==> src/hdl/ebu_pkg.sv <==
// Shared constants and types of the external bus unit.
package ebu_pkg;
   // -------------------------------------------------------------------------
   // Address spaces
   // -------------------------------------------------------------------------
   localparam int NUM_BLOCKS = 6;
   localparam int NUM_SPACES = 7;
   localparam logic [2:0] OTHER_SPACE = 3'h6;
   localparam int NUM_BUS_PORTS = 5;
   localparam int PORT0 = 0;
   localparam int PORT1 = 1;
   localparam int PORT2 = 2;
   localparam int PORT5 = 3;
   localparam int PORT6 = 4;
   // -------------------------------------------------------------------------
   // Access sizes and multiplexed pin arrangements
   // -------------------------------------------------------------------------
   localparam logic [1:0] SIZE_BYTE = 2'h0;
   localparam logic [1:0] SIZE_HALF = 2'h1;
   localparam logic [1:0] SIZE_WORD = 2'h2;
   localparam logic [1:0] ARR_A24_D8 = 2'h0;
   localparam logic [1:0] ARR_A24_D16 = 2'h1;
   localparam logic [1:0] ARR_A16_D8 = 2'h2;
   localparam logic [1:0] ARR_A8_D16 = 2'h3;
   // -------------------------------------------------------------------------
   // Timing counts in system clocks
   // -------------------------------------------------------------------------
   localparam int BASIC_CYCLE_CLOCKS = 3;
   localparam int MAX_AUTO_WAIT = 7;
   localparam int MAX_RECOVERY = 2;
   localparam int MAX_CS_RECOVERY = 1;
   localparam logic [2:0] EXT_WAIT_LOAD = 3'h1;
   // -------------------------------------------------------------------------
   // Reset values
   // -------------------------------------------------------------------------
   localparam logic [7:0] PIN_RESET = 8'h00;
   localparam logic [5:0] CS_IDLE_N = 6'h3F;
   localparam logic [1:0] LANE_IDLE_N = 2'h3;
   typedef enum logic [3:0] {
      ST_IDLE, ST_HOLD, ST_INTERNAL, ST_CSRCV, ST_ADDR,
      ST_STROBE, ST_WAIT, ST_LAST, ST_RECOV
   } ebu_state_t;
endpackage

==> src/hdl/ebu_csdec.sv <==
// Chip-select decoder mapping an address onto six blocks or the other space.
`timescale 1ns/100ps
`default_nettype none
module ebu_csdec import ebu_pkg::*; (
   // Address and block windows
   input wire logic [31:0] i_addr,
   input wire logic [NUM_BLOCKS-1:0][15:0] i_base,
   input wire logic [NUM_BLOCKS-1:0][15:0] i_mask,
   input wire logic [NUM_BLOCKS-1:0] i_enable,
   // Selected space
   output logic [2:0] o_space
);
   logic [NUM_BLOCKS-1:0] hit;

   function automatic logic blk_hit(input logic [15:0] a, input logic [15:0] b,
                                    input logic [15:0] m);
      blk_hit = ((a ^ b) & ~m) == 16'h0000;
   endfunction

   // -------------------------------------------------------------------------
   // Window compare, lowest block wins
   // -------------------------------------------------------------------------
   genvar g;
   generate
      for (g = 0; g < NUM_BLOCKS; g++) begin : g_hit
         assign hit[g] = i_enable[g] && blk_hit(i_addr[31:16], i_base[g], i_mask[g]);
      end
   endgenerate

   always_comb begin
      o_space = OTHER_SPACE;
      for (int i = NUM_BLOCKS - 1; i >= 0; i--) begin
         if (hit[i]) begin
            o_space = 3'(i);
         end
      end
   end
endmodule
`default_nettype wire

==> src/hdl/ebu_lane.sv <==
// Byte-lane steering for one bus piece of a split access.
`timescale 1ns/100ps
`default_nettype none
module ebu_lane import ebu_pkg::*; (
   // Access description
   input wire logic i_big,
   input wire logic i_wide,
   input wire logic [1:0] i_size,
   input wire logic [1:0] i_addr_lo,
   input wire logic [1:0] i_piece,
   // Piece layout
   output logic [1:0] o_off,
   output logic [1:0] o_lane_lo,
   output logic [1:0] o_lane_hi,
   output logic [1:0] o_last,
   output logic [1:0] o_byte_en
);
   logic [1:0] mask;

   function automatic logic [1:0] lane_of(input logic [1:0] a, input logic big);
      lane_of = big ? ~a : a;
   endfunction

   // -------------------------------------------------------------------------
   // Piece address and lanes
   // -------------------------------------------------------------------------
   always_comb begin
      mask = (i_size == SIZE_WORD) ? 2'h3 : (i_size == SIZE_HALF) ? 2'h1 : 2'h0;
      if (i_wide) begin
         mask = mask | 2'h1;
      end
      o_off = i_wide ? (i_addr_lo & ~mask) + {i_piece[0], 1'b0} : (i_addr_lo & ~mask) + i_piece;
      o_last = 2'h0;
      if (i_size == SIZE_WORD) begin
         o_last = i_wide ? 2'h1 : 2'h3;
      end else if (i_size == SIZE_HALF && !i_wide) begin
         o_last = 2'h1;
      end
      if (i_wide) begin
         o_lane_lo = lane_of(i_big ? o_off | 2'h1 : o_off, i_big);
         o_lane_hi = lane_of(i_big ? o_off : o_off | 2'h1, i_big);
         o_byte_en = 2'h3;
         if (i_size == SIZE_BYTE) begin
            o_byte_en = (i_addr_lo[0] ^ i_big) ? 2'h2 : 2'h1;
         end
      end else begin
         o_lane_lo = lane_of(o_off, i_big);
         o_lane_hi = o_lane_lo;
         o_byte_en = 2'h1;
      end
   end
endmodule
`default_nettype wire

==> src/hdl/ebu_main.sv <==
// External bus unit: bus cycles, chip selects, waits, sizing and arbitration.
`timescale 1ns/100ps
`default_nettype none
module ebu_main import ebu_pkg::*; (
   // Clock and reset
   input wire logic I_CLOCK,
   input wire logic I_NRST,
   input wire logic I_BUS_MODE_SELECT_PIN,
   // Internal request
   input wire logic I_REQ,
   input wire logic I_REQ_WRITE,
   input wire logic I_REQ_INTERNAL,
   input wire logic [1:0] I_REQ_SIZE,
   input wire logic [31:0] I_REQ_ADDR,
   input wire logic [31:0] I_REQ_WDATA,
   output logic O_BUSY,
   output logic O_DONE,
   output logic [31:0] O_RDATA,
   // Configuration
   input wire logic I_BIG_ENDIAN,
   input wire logic I_READY_SEL,
   input wire logic [1:0] I_MUX_ARRANGE,
   input wire logic [NUM_BUS_PORTS-1:0] I_PORT_DIRECTION_REG,
   input wire logic [NUM_BUS_PORTS-1:0] I_PORT_FUNCTION_SEL_REG,
   input wire logic [NUM_BLOCKS-1:0] I_BLK_ENABLE,
   input wire logic [NUM_BLOCKS-1:0][15:0] I_BLK_BASE,
   input wire logic [NUM_BLOCKS-1:0][15:0] I_BLK_MASK,
   input wire logic [NUM_SPACES-1:0][2:0] I_AUTO_WAIT,
   input wire logic [NUM_SPACES-1:0] I_EXT_WAIT_EN,
   input wire logic [NUM_SPACES-1:0] I_BUS_WIDTH16,
   input wire logic [NUM_SPACES-1:0][1:0] I_RECOVERY,
   input wire logic [NUM_SPACES-1:0] I_CS_RECOVERY_EN,
   output logic O_MUX_MODE,
   // Bus arbitration
   input wire logic I_EXT_BUS_REQ,
   output logic O_EXT_BUS_GRANT,
   // Bus control pins
   input wire logic I_WAIT_RDY_PIN,
   output logic O_ALE,
   output logic O_RD_N,
   output logic O_WR_N,
   output logic [NUM_BLOCKS-1:0] O_CS_N,
   output logic [1:0] O_BYTE_EN_N,
   // Port pins
   input wire logic [7:0] I_P0_IN,
   input wire logic [7:0] I_P1_IN,
   output logic [7:0] O_P0_OUT,
   output logic [7:0] O_P0_OE,
   output logic [7:0] O_P1_OUT,
   output logic [7:0] O_P1_OE,
   output logic [7:0] O_P2_OUT,
   output logic [7:0] O_P2_OE,
   output logic [7:0] O_P5_OUT,
   output logic [7:0] O_P5_OE,
   output logic [7:0] O_P6_OUT,
   output logic [7:0] O_P6_OE
);
   // -------------------------------------------------------------------------
   // Declarations
   // -------------------------------------------------------------------------
   logic [1:0] rst_pipe;
   logic rst_n;
   logic mode_taken;
   logic mux_mode;
   ebu_state_t state;
   ebu_state_t next_state;
   logic [2:0] cnt;
   logic [2:0] next_cnt;
   logic take;
   logic finish;
   logic req_write;
   logic [1:0] req_size;
   logic [31:0] req_addr;
   logic [31:0] req_wdata;
   logic [2:0] req_space;
   logic [2:0] last_space;
   logic have_last;
   logic [1:0] piece;
   logic [1:0] next_piece;
   logic [31:0] rdata;
   logic [31:0] next_rdata;
   logic [31:0] sel_addr;
   logic [1:0] sel_size;
   logic [2:0] dec_space;
   logic [2:0] sel_space;
   logic data16;
   logic arr_d16;
   logic ext_hold;
   logic cs_rcv_need;
   logic more;
   logic strobe_phase;
   logic [NUM_BUS_PORTS-1:0] port_en;
   logic [31:0] cur_addr;
   logic [1:0] cur_off;
   logic [1:0] cur_lo;
   logic [1:0] cur_hi;
   logic [1:0] cur_last;
   logic [1:0] nxt_off;
   logic [1:0] nxt_lo;
   logic [1:0] nxt_hi;
   logic [1:0] nxt_be;

   // -------------------------------------------------------------------------
   // Reset release and bus mode strap
   // -------------------------------------------------------------------------
   always_ff @(posedge I_CLOCK or negedge I_NRST) begin
      if (!I_NRST) begin
         rst_pipe <= 2'h0;
      end else begin
         rst_pipe <= {rst_pipe[0], 1'b1};
      end
   end
   assign rst_n = rst_pipe[1];

   always_ff @(posedge I_CLOCK or negedge rst_n) begin
      if (!rst_n) begin
         mode_taken <= 1'b0;
         mux_mode <= 1'b0;
      end else if (!mode_taken) begin
         mode_taken <= 1'b1;
         mux_mode <= I_BUS_MODE_SELECT_PIN;
      end
   end

   // -------------------------------------------------------------------------
   // Space decode and piece layout
   // -------------------------------------------------------------------------
   assign sel_addr = (state == ST_IDLE) ? I_REQ_ADDR : req_addr;
   assign sel_size = (state == ST_IDLE) ? I_REQ_SIZE : req_size;
   assign sel_space = (state == ST_IDLE) ? dec_space : req_space;
   assign arr_d16 = (I_MUX_ARRANGE == ARR_A24_D16) || (I_MUX_ARRANGE == ARR_A8_D16);
   assign data16 = I_BUS_WIDTH16[sel_space] && (!mux_mode || arr_d16);
   assign port_en = I_PORT_DIRECTION_REG & I_PORT_FUNCTION_SEL_REG;
   assign ext_hold = I_EXT_WAIT_EN[sel_space] && (I_READY_SEL ? I_WAIT_RDY_PIN
                                                              : !I_WAIT_RDY_PIN);
   assign cs_rcv_need = have_last && (dec_space != last_space) && I_CS_RECOVERY_EN[last_space];
   assign more = piece != cur_last;
   assign cur_addr = {sel_addr[31:2], nxt_off};
   assign strobe_phase = (next_state == ST_STROBE) || (next_state == ST_WAIT) ||
                         (next_state == ST_LAST);

   ebu_csdec u_csdec (
      .i_addr(sel_addr),
      .i_base(I_BLK_BASE),
      .i_mask(I_BLK_MASK),
      .i_enable(I_BLK_ENABLE),
      .o_space(dec_space)
   );

   ebu_lane u_lane_cur (
      .i_big(I_BIG_ENDIAN),
      .i_wide(data16),
      .i_size(sel_size),
      .i_addr_lo(sel_addr[1:0]),
      .i_piece(piece),
      .o_off(cur_off),
      .o_lane_lo(cur_lo),
      .o_lane_hi(cur_hi),
      .o_last(cur_last),
      .o_byte_en()
   );

   ebu_lane u_lane_nxt (
      .i_big(I_BIG_ENDIAN),
      .i_wide(data16),
      .i_size(sel_size),
      .i_addr_lo(sel_addr[1:0]),
      .i_piece(next_piece),
      .o_off(nxt_off),
      .o_lane_lo(nxt_lo),
      .o_lane_hi(nxt_hi),
      .o_last(),
      .o_byte_en(nxt_be)
   );

   // -------------------------------------------------------------------------
   // Cycle sequencer
   // -------------------------------------------------------------------------
   always_comb begin
      next_state = state;
      next_cnt = cnt;
      take = 1'b0;
      finish = 1'b0;
      unique case (state)
         ST_IDLE: begin
            if (mode_taken && I_EXT_BUS_REQ) begin
               next_state = ST_HOLD;
            end else if (mode_taken && I_REQ) begin
               take = 1'b1;
               if (I_REQ_INTERNAL) begin
                  next_state = ST_INTERNAL;
               end else if (cs_rcv_need) begin
                  next_state = ST_CSRCV;
               end else begin
                  next_state = ST_ADDR;
               end
            end
         end
         ST_HOLD: begin
            if (!I_EXT_BUS_REQ) begin
               next_state = ST_IDLE;
            end
         end
         ST_INTERNAL: begin
            finish = 1'b1;
            next_state = ST_IDLE;
         end
         ST_CSRCV: next_state = ST_ADDR;
         ST_ADDR: next_state = ST_STROBE;
         ST_STROBE: begin
            if (I_AUTO_WAIT[sel_space] != 3'h0) begin
               next_state = ST_WAIT;
               next_cnt = I_AUTO_WAIT[sel_space] - 3'h1;
            end else if (ext_hold) begin
               next_state = ST_WAIT;
               next_cnt = EXT_WAIT_LOAD;
            end else begin
               next_state = ST_LAST;
            end
         end
         ST_WAIT: begin
            if (cnt != 3'h0) begin
               next_cnt = cnt - 3'h1;
            end else if (ext_hold) begin
               next_cnt = EXT_WAIT_LOAD;
            end else begin
               next_state = ST_LAST;
            end
         end
         ST_LAST: begin
            if (I_RECOVERY[sel_space] != 2'h0) begin
               next_state = ST_RECOV;
               next_cnt = {1'b0, I_RECOVERY[sel_space]} - 3'h1;
            end else if (more) begin
               next_state = ST_ADDR;
            end else begin
               next_state = ST_IDLE;
               finish = 1'b1;
            end
         end
         ST_RECOV: begin
            if (cnt != 3'h0) begin
               next_cnt = cnt - 3'h1;
            end else if (more) begin
               next_state = ST_ADDR;
            end else begin
               next_state = ST_IDLE;
               finish = 1'b1;
            end
         end
      endcase
   end

   always_comb begin
      next_piece = piece;
      if (take || finish) begin
         next_piece = 2'h0;
      end else if (next_state == ST_ADDR && (state == ST_LAST || state == ST_RECOV)) begin
         next_piece = piece + 2'h1;
      end
   end

   always_ff @(posedge I_CLOCK or negedge rst_n) begin
      if (!rst_n) begin
         state <= ST_IDLE;
         cnt <= 3'h0;
         piece <= 2'h0;
      end else begin
         state <= next_state;
         cnt <= next_cnt;
         piece <= next_piece;
      end
   end

   // -------------------------------------------------------------------------
   // Request latch
   // -------------------------------------------------------------------------
   always_ff @(posedge I_CLOCK or negedge rst_n) begin
      if (!rst_n) begin
         req_write <= 1'b0;
         req_size <= SIZE_BYTE;
         req_addr <= 32'h00000000;
         req_wdata <= 32'h00000000;
         req_space <= OTHER_SPACE;
         last_space <= OTHER_SPACE;
         have_last <= 1'b0;
      end else if (take) begin
         req_write <= I_REQ_WRITE;
         req_size <= I_REQ_SIZE;
         req_addr <= I_REQ_ADDR;
         req_wdata <= I_REQ_WDATA;
         req_space <= dec_space;
         if (!I_REQ_INTERNAL) begin
            last_space <= dec_space;
            have_last <= 1'b1;
         end
      end
   end

   // -------------------------------------------------------------------------
   // Read assembly
   // -------------------------------------------------------------------------
   always_comb begin
      next_rdata = take ? 32'h00000000 : rdata;
      if (state == ST_LAST && !req_write) begin
         next_rdata[{cur_lo, 3'h0} +: 8] = I_P0_IN;
         if (data16) begin
            next_rdata[{cur_hi, 3'h0} +: 8] = I_P1_IN;
         end
      end
   end

   always_ff @(posedge I_CLOCK or negedge rst_n) begin
      if (!rst_n) begin
         rdata <= 32'h00000000;
         O_RDATA <= 32'h00000000;
         O_DONE <= 1'b0;
         O_BUSY <= 1'b0;
         O_MUX_MODE <= 1'b0;
      end else begin
         rdata <= next_rdata;
         if (finish) begin
            O_RDATA <= next_rdata;
         end
         O_DONE <= finish;
         O_BUSY <= next_state != ST_IDLE;
         O_MUX_MODE <= mux_mode;
      end
   end

   // -------------------------------------------------------------------------
   // Control strobes
   // -------------------------------------------------------------------------
   always_ff @(posedge I_CLOCK or negedge rst_n) begin
      if (!rst_n) begin
         O_ALE <= 1'b0;
         O_RD_N <= 1'b1;
         O_WR_N <= 1'b1;
         O_CS_N <= CS_IDLE_N;
         O_BYTE_EN_N <= LANE_IDLE_N;
         O_EXT_BUS_GRANT <= 1'b0;
      end else begin
         O_ALE <= mux_mode && (next_state == ST_ADDR);
         O_RD_N <= !(strobe_phase && !req_write);
         O_WR_N <= !(strobe_phase && req_write);
         O_CS_N <= CS_IDLE_N;
         if (strobe_phase || next_state == ST_ADDR) begin
            for (int i = 0; i < NUM_BLOCKS; i++) begin
               O_CS_N[i] <= sel_space != 3'(i);
            end
         end
         O_BYTE_EN_N <= (strobe_phase || next_state == ST_ADDR) ? ~nxt_be : LANE_IDLE_N;
         O_EXT_BUS_GRANT <= next_state == ST_HOLD;
      end
   end

   // -------------------------------------------------------------------------
   // Address and data pins
   // -------------------------------------------------------------------------
   always_ff @(posedge I_CLOCK or negedge rst_n) begin
      if (!rst_n) begin
         O_P0_OUT <= PIN_RESET;
         O_P0_OE <= PIN_RESET;
         O_P1_OUT <= PIN_RESET;
         O_P1_OE <= PIN_RESET;
         O_P2_OUT <= PIN_RESET;
         O_P2_OE <= PIN_RESET;
         O_P5_OUT <= PIN_RESET;
         O_P5_OE <= PIN_RESET;
         O_P6_OUT <= PIN_RESET;
         O_P6_OE <= PIN_RESET;
      end else if (next_state == ST_HOLD) begin
         O_P0_OE <= PIN_RESET;
         O_P1_OE <= PIN_RESET;
         O_P2_OE <= PIN_RESET;
         O_P5_OE <= PIN_RESET;
         O_P6_OE <= PIN_RESET;
      end else if (next_state == ST_ADDR && !mux_mode) begin
         O_P5_OUT <= cur_addr[7:0];
         O_P6_OUT <= cur_addr[15:8];
         O_P2_OUT <= cur_addr[23:16];
         O_P5_OE <= {8{port_en[PORT5]}};
         O_P6_OE <= {8{port_en[PORT6]}};
         O_P2_OE <= {8{port_en[PORT2]}};
         O_P0_OE <= PIN_RESET;
         O_P1_OE <= PIN_RESET;
      end else if (next_state == ST_ADDR) begin
         O_P0_OUT <= cur_addr[7:0];
         O_P0_OE <= {8{port_en[PORT0]}};
         O_P1_OUT <= cur_addr[15:8];
         O_P1_OE <= {8{port_en[PORT1]}};
         if (I_MUX_ARRANGE == ARR_A24_D8 || I_MUX_ARRANGE == ARR_A24_D16) begin
            O_P2_OUT <= cur_addr[23:16];
         end else begin
            O_P2_OUT <= cur_addr[7:0];
         end
         O_P2_OE <= {8{port_en[PORT2]}};
         O_P5_OE <= PIN_RESET;
         O_P6_OE <= PIN_RESET;
      end else if (strobe_phase) begin
         O_P0_OUT <= req_wdata[{nxt_lo, 3'h0} +: 8];
         O_P0_OE <= {8{port_en[PORT0] && req_write}};
         if (data16) begin
            O_P1_OUT <= req_wdata[{nxt_hi, 3'h0} +: 8];
            O_P1_OE <= {8{port_en[PORT1] && req_write}};
         end else if (!mux_mode) begin
            O_P1_OE <= PIN_RESET;
         end
      end else begin
         O_P0_OE <= PIN_RESET;
         if (!mux_mode || arr_d16) begin
            O_P1_OE <= PIN_RESET;
         end
      end
   end
   // Address-only pins keep their last value outside ADDR and HOLD, so internal
   // accesses never disturb them.
endmodule
`default_nettype wire

==> config.mk <==
export PLATFORM = sky130hd
export DESIGN_NAME = ebu_main
export DESIGN_NICKNAME = d
export VERILOG_FILES = /design/src/hdl/ebu_pkg.sv /design/src/hdl/ebu_csdec.sv /design/src/hdl/ebu_lane.sv /design/src/hdl/ebu_main.sv
export SDC_FILE = /design/constraint.sdc
export NUM_CORES = 1
export LEC_CHECK = 0
export BUFFER_PORTS_ARGS = -buffer_cell sky130_fd_sc_hd__buf_2
export CAP_MARGIN = 20
export CORE_AREA = 2 2 188 190
export CTS_CLUSTER_DIAMETER = 30
export DETAILED_ROUTE_END_ITERATION = 12
export DIE_AREA = 0 0 190 192
export PLACE_DENSITY = 0.72
export SLEW_MARGIN = 0
export SYNTH_ARGS = -nofsm -noshare
export SYNTH_HDL_FRONTEND = slang
export SYNTH_SLANG_ARGS = --single-unit
==> constraint.sdc <==
create_clock -name I_CLOCK -period 6.44 [get_ports I_CLOCK]
set_input_delay 0 -clock I_CLOCK [delete_from_list [all_inputs] [get_ports I_CLOCK]]
set_output_delay 0 -clock I_CLOCK [all_outputs]
set_load 0.02 [all_outputs]
==> results of run 1 <==
## layer usage
metal / wire length [um] / track usage [%] / vias up
met4: 3560 / 17.5 / 2
met2: 31500 / 58.6 / 853
met3: 4400 / 4.92 / 226
li1: - / - / 7329
met1: 23600 / 39.4 / 7792
met5: 12 / 0 / -
## cell usage after synthesis (all sizes together) (23+ instances only)
library cell	instances	area share (%)
nand3	26	0.86
mux2i	58	4.1
ha	24	2.0
a22oi	39	1.9
nor3b	33	1.6
dfrtp	197	33
xnor2	95	5.5
o22ai	33	1.4
inv	38	0.95
and2	23	0.96
clkbuf	84	2.1
xor2	26	1.5
a21oi	56	1.9
a22o	34	2.0
mux2	50	3.8
nand2	307	7.7
nor2	117	2.9
buf	58	2.7
o21ai	92	3.1
nand2b	27	1.1
## metrics by stage
step           worst slack (ns)  utilization [%]  instances  cell area (um^2)
2_1_floorplan           -0.0638                -       1697             15200
3_3_place_gp            -0.0337             53.7       2614             18400
3_5_place_dp             -0.147             53.7       2614             18400
4_1_cts                  0.0780             61.2       2795             21000
5_1_grt                  -0.206             62.5       2819             21400
6_report                  0.121             62.5       2819             21400
## critical path, delay by kind of cell (launching register included)
family,cells,cell delay (ns)
AO/OA/AOI/OAI,8,1.37
XOR/XNOR,1,0.18
adder cells (fa/ha/maj),3,0.78
buffers and inverters,5,0.66
flip-flops,1,0.37
multiplexers,5,1.10
AND/OR/NAND/NOR,9,1.75
## cells by family (layout without fill, tap and decap cells)
logic type	count (synthesis)	count (layout)	share of synthesized area (%)
mux	124	124	10.3
flops	211	211	35.2
other cells	1	8	0.0249
simple gates	627	627	20.0
xor+xnor	121	121	7.04
fa+ha+maj	24	24	2.00
compound gates	408	408	19.7
buf+inv	180	841	5.75
## area by class of cell
cell class              instances  area (um^2)  share of cell area, %
clock inverters                30          385                   1.80
inverters                      38          143                  0.665
flip-flops and latches        211         5300                   24.7
multi-input cells            1306         9220                   43.0
diodes                          6         15.0                 0.0700
repair buffers                721         4620                   21.6
well taps                     455          569                   2.65
clock buffers                  52         1180                   5.51
## worst paths after layout
path	startpoint	to	slack [ns]
worst max-delay path	state[0]	O_P0_OUT[1]	0.12
worst min-delay path	I_REQ	state[0]	0.03
worst max register to register	state[0]	O_P0_OUT[1]	0.12
worst min register to register	rst_pipe[1]	rdata[8]	0.26
max in group asynchronous	rst_pipe[1]	last_space[0]	4.95
min in group asynchronous	rst_pipe[1]	rdata[8]	0.26
## state kept, by name, indices dropped and copies added, names as in the netlist, 2 cells and up
signal,count
O_BYTE_EN_N,2
O_P6_OUT,8
O_P0_OUT,8
cnt,3
req_wdata,32
O_P2_OUT,8
O_CS_N,6
O_RDATA,32
O_P5_OUT,8
rdata,32
req_space,3
last_space,3
piece,2
O_P1_OUT,8
rst_pipe,2
state,4
req_addr,32
req_size,2
## power by group
group          leakage (nW)  switching (mW)  internal, mW
Combinational          6.69            3.88          3.16
Clock                 0.767           0.823          1.55
Sequential             2.71           0.546          1.89
Total                  10.2            5.25          6.60
## timing repair
item,in CTS,in global routing
endpoints found under the setup margin,22,80
pin swaps,2,28
resized for setup,7,53
hold endpoints to repair,131,0
setup buffers,0,15
gates cloned,0,4
hold buffers,99,0
==> metrics, run 1 <==
initial core utilization 43.9%; slew margin rel. 41.6%; Hold Fails Final Rpt 0; RePlAce Congestion 0.986; Slew @ Worst Pin 0.876 ns; vias in the first global route 16000; max cap viols 0; Via Count 16200; CP Max Fanout 7; Rows 68; Distinct cells, synth 99; layout cells sized above 1 37.7%; fillers 2912; clock sinks 211; Core Region 34300 um^2; register area share after synthesis 35.2%; routed len/inst 22.4 um; Worst-Skew Late Latency 0.55 ns; CP Launch Type flop; HP Class input pin to flop; power density cells 553 nW/um^2; commonest non-fill, non-tap cell in the layout buf_2; CP max stage delay 0.59 ns; Tot GR Track Use 33.3%; Die W 190 um; Max Buffers Root-to-Sink 3; RSZ-0062 raised after global routing yes; Max Freq 0.158 GHz; #FFs+latches synth 211; DRT iter0 DRCs 1330; Period minus WS final 6.32 ns; Root Buffer clkbuf_16; CP Data Required Time 6.87 ns; DR vias/cell 5.75; Setup crit end kind flop; Final ANT Viol Nets 0; crit path DAT 6.75 ns; Cells on Worst Hold Path 4; worst hold margin 0.0282 ns; Clock transition at path regs 0.05 ns; Port Buffer Count 484; status completed; # setup viols final 0; skew final 0.0347 ns; Design Power 11.9 mW; antenna violations before repair 11; cells on worst reg2reg path 31; I/O Pins 485; wire length of the first global-routing pass 93200 um; pin count of the biggest net entering global routing 78; commonest non-fill, non-tap cells in the layout buf_2 (484), nand2_1 (304), dfrtp_1 (196); synthesis-to-layout area growth 42.5%; Avg Cell Area, Syn 8.87 um^2; Die ar. 36500 um^2; Post-synth ARST share 100%; wirelength, routed 63100 um; total gr overflow 0; crit path kind flop to flop; H-tree levels 2; Pre-Repair DR Iteration Count 5; setup TNS 0 ns; Final HPWL DP 47300 um; Leakage 10.2 nW; CTS Buf Count 45; CTS tree done; remaining routing DRC violations 0; Die H 192 um; critical path's slowest cell or4_4; cell area after synthesis 15000 um^2; Slew Viols, Final 0; yosys warns 0; final period utilization 98.1%; cells after synthesis 1696; Max IR drop VDD 0.296 mV; nets@finish 2705; ys flop type dfrtp_1; number of synthesized flops with an enable pin 0
Power figures use the tool's default switching activity.
==> run 2: changes to the inputs <==
ABC_AREA = 1   (was unset)
CORE_AREA = 2 2 190 192   (was 2 2 188 190)
DIE_AREA = 0 0 192 194   (was 0 0 190 192)
PLACE_DENSITY = 0.69   (was 0.72)
==> run 2 against run 1 <==
- utilization decreased by 4.6 points
- critical path type unchanged
- critical endpoint is now O_P0_OE[6]
- die area increased by 2.1%
- the flow now finishes with violations (hold timing)
- highest routed layer unchanged
- final cell count increased by 15%
==> metrics, run 2 <==
DRT iter0 DRCs 1280 (-3.8%); Period minus WS final 6.05 ns (-0.268 ns); RePlAce Congestion 0.962 (-2.5%); cell area after synthesis 14500 um^2 (-4.0%); Root Buffer clkbuf_16; wirelength, routed 58000 um (-8.0%); worst r2r src state[0]; Via Count 16800 (+3.5%); ys flop type dfrtp_1; remaining routing DRC violations 0 (unchanged); H-tree levels 2 (unchanged); cells after synthesis 2156 (+27%); part of the power in registers 18.2% (-2.4 points); commonest non-fill, non-tap cells in the layout nand2_1 (734), buf_2 (484), nand3_1 (243); Critical path origin state[0]; CP Launch Type flop; Pre-Repair DR Iteration Count 6 (+1); antenna violations before repair 15 (+4); clock power share 23.4% (+3.4 points); CP Max Fanout 26 (+19); Die H 194 um (+1.0%); slew margin rel. 25.8% (-16 points); top-count cell post-synth nand2_1; Max IR drop VDD 0.337 mV (+14%); Slew @ Worst Pin 1.11 ns (+0.234 ns); CTS tree done; Clock transition at path regs 0.04 ns (about the same); CP Data Required Time 6.87 ns (about the same); Worst-Skew Late Latency 0.59 ns (+0.04 ns); commonest cells in the netlist nand2_1 (743), nand3_1 (246), inv_1 (234); I/O Pins 485 (unchanged); Int Power 6.15 mW (-6.9%); Comb pwr share 58.4% (-1.0 points); CP max stage delay 0.60 ns (about the same); skew final 0.0397 ns (+0.00499 ns); Tot GR Track Use 30.2% (-3.1 points); max cap viols 0 (unchanged); wire length of the first global-routing pass 87900 um (-5.8%); yosys warns 0 (unchanged); Place WS -0.0688 ns (+0.0786 ns); HP Class input pin to flop; Max Buffers Root-to-Sink 3 (unchanged); crit path DAT 6.48 ns (-0.27 ns); Slew Viols, Final 0 (unchanged); post-synth top area cell dfrtp_1; worst setup path end O_P0_OE[6]; final non-filler cell total 3242 (+15%); switching share of total power 49.3% (+5.0 points); number of synthesized flops with an enable pin 0 (unchanged); register area share after synthesis 36.7% (+1.5 points); Max Freq 0.165 GHz (+4.4%); Final HPWL DP 43000 um (-9.1%); final worst slack 0.389 ns (+0.268 ns); commonest non-fill, non-tap cell in the layout nand2_1; # setup viols final 0 (unchanged); initial core utilization 41.0% (-2.9 points); pin count of the biggest net entering global routing 81 (+3.8%); Yosys top cell area share 34.1% (+1.4 points); FF-to-FF End O_P0_OE[6]; top post-synthesis cells by area dfrtp_1 (34%), nand2_1 (19%), nand3_1 (8.5%); Post-synth ARST share 100% (unchanged); Final ANT Viol Nets 0 (unchanged); CP most frequent cell nand2_1; setup TNS 0 ns (unchanged); Rows 69 (+1.5%); Avg Cell Area, Syn 6.70 um^2 (-24%); Leakage 11.2 nW (+10%); power density cells 594 nW/um^2 (+7.6%); final period utilization 94.0% (-4.2 points); routed len/inst 17.9 um (-20%); Die ar. 37200 um^2 (+2.1%); crit path kind flop to flop; Sw Pwr 5.98 mW (+14%); Port Buffer Count 484 (unchanged); total gr overflow 0 (unchanged); Die W 192 um (+1.1%); r2r setup slk 0.39 ns (+0.27 ns); Setup crit end kind flop; Distinct cells, synth 46 (-54%); worst hold margin -0.00279 ns (-0.0310 ns); failing checks hold timing; nets@finish 3106 (+15%); vias in the first global route 16300 (+1.8%); status finished, violations left; #FFs+latches synth 211 (unchanged); clock sinks 211 (unchanged); placed cell count 3011 (+15%); Hold Fails Final Rpt 1 (+1); Core Region 35200 um^2 (+2.7%); cells on worst reg2reg path 34 (+9.7%); layout cells sized above 1 26.5% (-11 points); DR vias/cell 5.17 (-10%); critical path's slowest cell dlygate4sd3_1; CTS Buf Count 53 (+18%); Design Power 12.1 mW (+2.4%); synthesis-to-layout area growth 41.2%
==> run 2: logic make-up after synthesis <==
logic type	Yosys count	share of synthesized area, %
AOI/OAI and AO/OA	260	10.4
xor gates and xnor gates	15	0.909
adders and majority gates	24	2.08
buffers and inverters	370	10.9
DFF	211	36.7
other	1	0.0259
and+or+nand+nor	1275	39.0
==> run 2: what timing repair did <==
action                     in CTS  in global routing
gates resized for setup         2                 42
setup endpoints to repair      16                 83
hold buffers                  102                  0
pin swaps                       0                  5
gates cloned                    0                  4
buffers inserted                0                 12
hold endpoints to repair      140                  0
==> run 2: power by group through the flow <==
stage	logic (mW)	clock network [mW]	registers, mW
finish	7.08	2.84	2.21
global route	7.85	2.95	2.26
CTS	6.63	2.87	2.20
detailed placement	6.53	0	2.21
global placement	6.44	0	2.19
floorplan	4.47	0	2.40
==> run 2: how the worst min path moves through the flow <==
stage / startpoint / to / slack (ns) / depth (start not counted)
after global placement: I_NRST / rst_pipe[0] / -0.21 / 1
final: I_RECOVERY[10] / cnt[0] / -0.003 / 4
after CTS: I_RECOVERY[10] / cnt[0] / 0.02 / 4
after detailed placement: I_NRST / rst_pipe[1] / -0.21 / 1
after floorplan: I_NRST / rst_pipe[0] / -0.30 / 0
after global routing: I_MUX_ARRANGE[1] / O_P2_OUT[0] / 0.05 / 4
==> run 2: per-stage QoR <==
step / utilization (%) / area [um^2] / hold slack (ns)
6_report: 57.9 / 20400 / -0.00279
2_1_floorplan: - / 14500 / -0.296
5_1_grt: 57.9 / 20400 / 0.0510
3_3_place_gp: 48.4 / 17100 / -0.212
3_5_place_dp: 48.4 / 17100 / -0.210
4_1_cts: 56.8 / 20000 / 0.0161
==> run 2: area by class of cell <==
class / count / area, um^2
fill: 3346 / 14800
multi-input combinational: 1577 / 7730
sequential: 211 / 5300
timing repair buffer: 630 / 3880
clock buffer: 63 / 1420
inverter: 251 / 948
tap: 461 / 577
clock inverter: 35 / 507
antenna: 14 / 35.0
==> run 2: worst max-delay path: cells and delay by family, from the launching register on <==
family                   cells  cell delay [ns]
AO/OA/AOI/OAI                5             0.87
adder cells (fa/ha/maj)      1             0.26
buffers and inverters        7             1.77
flip-flops                   1             0.45
AND/OR/NAND/NOR             21             2.59
==> run 2: layer usage <==
metal	GRT usage, %	vias up	part of all wire, %
li1	-	8112	-
met1	35.8	7744	39
met2	51.6	751	49
met3	5.99	157	7.7
met4	15.1	4	4.5
met5	0	-	0.040
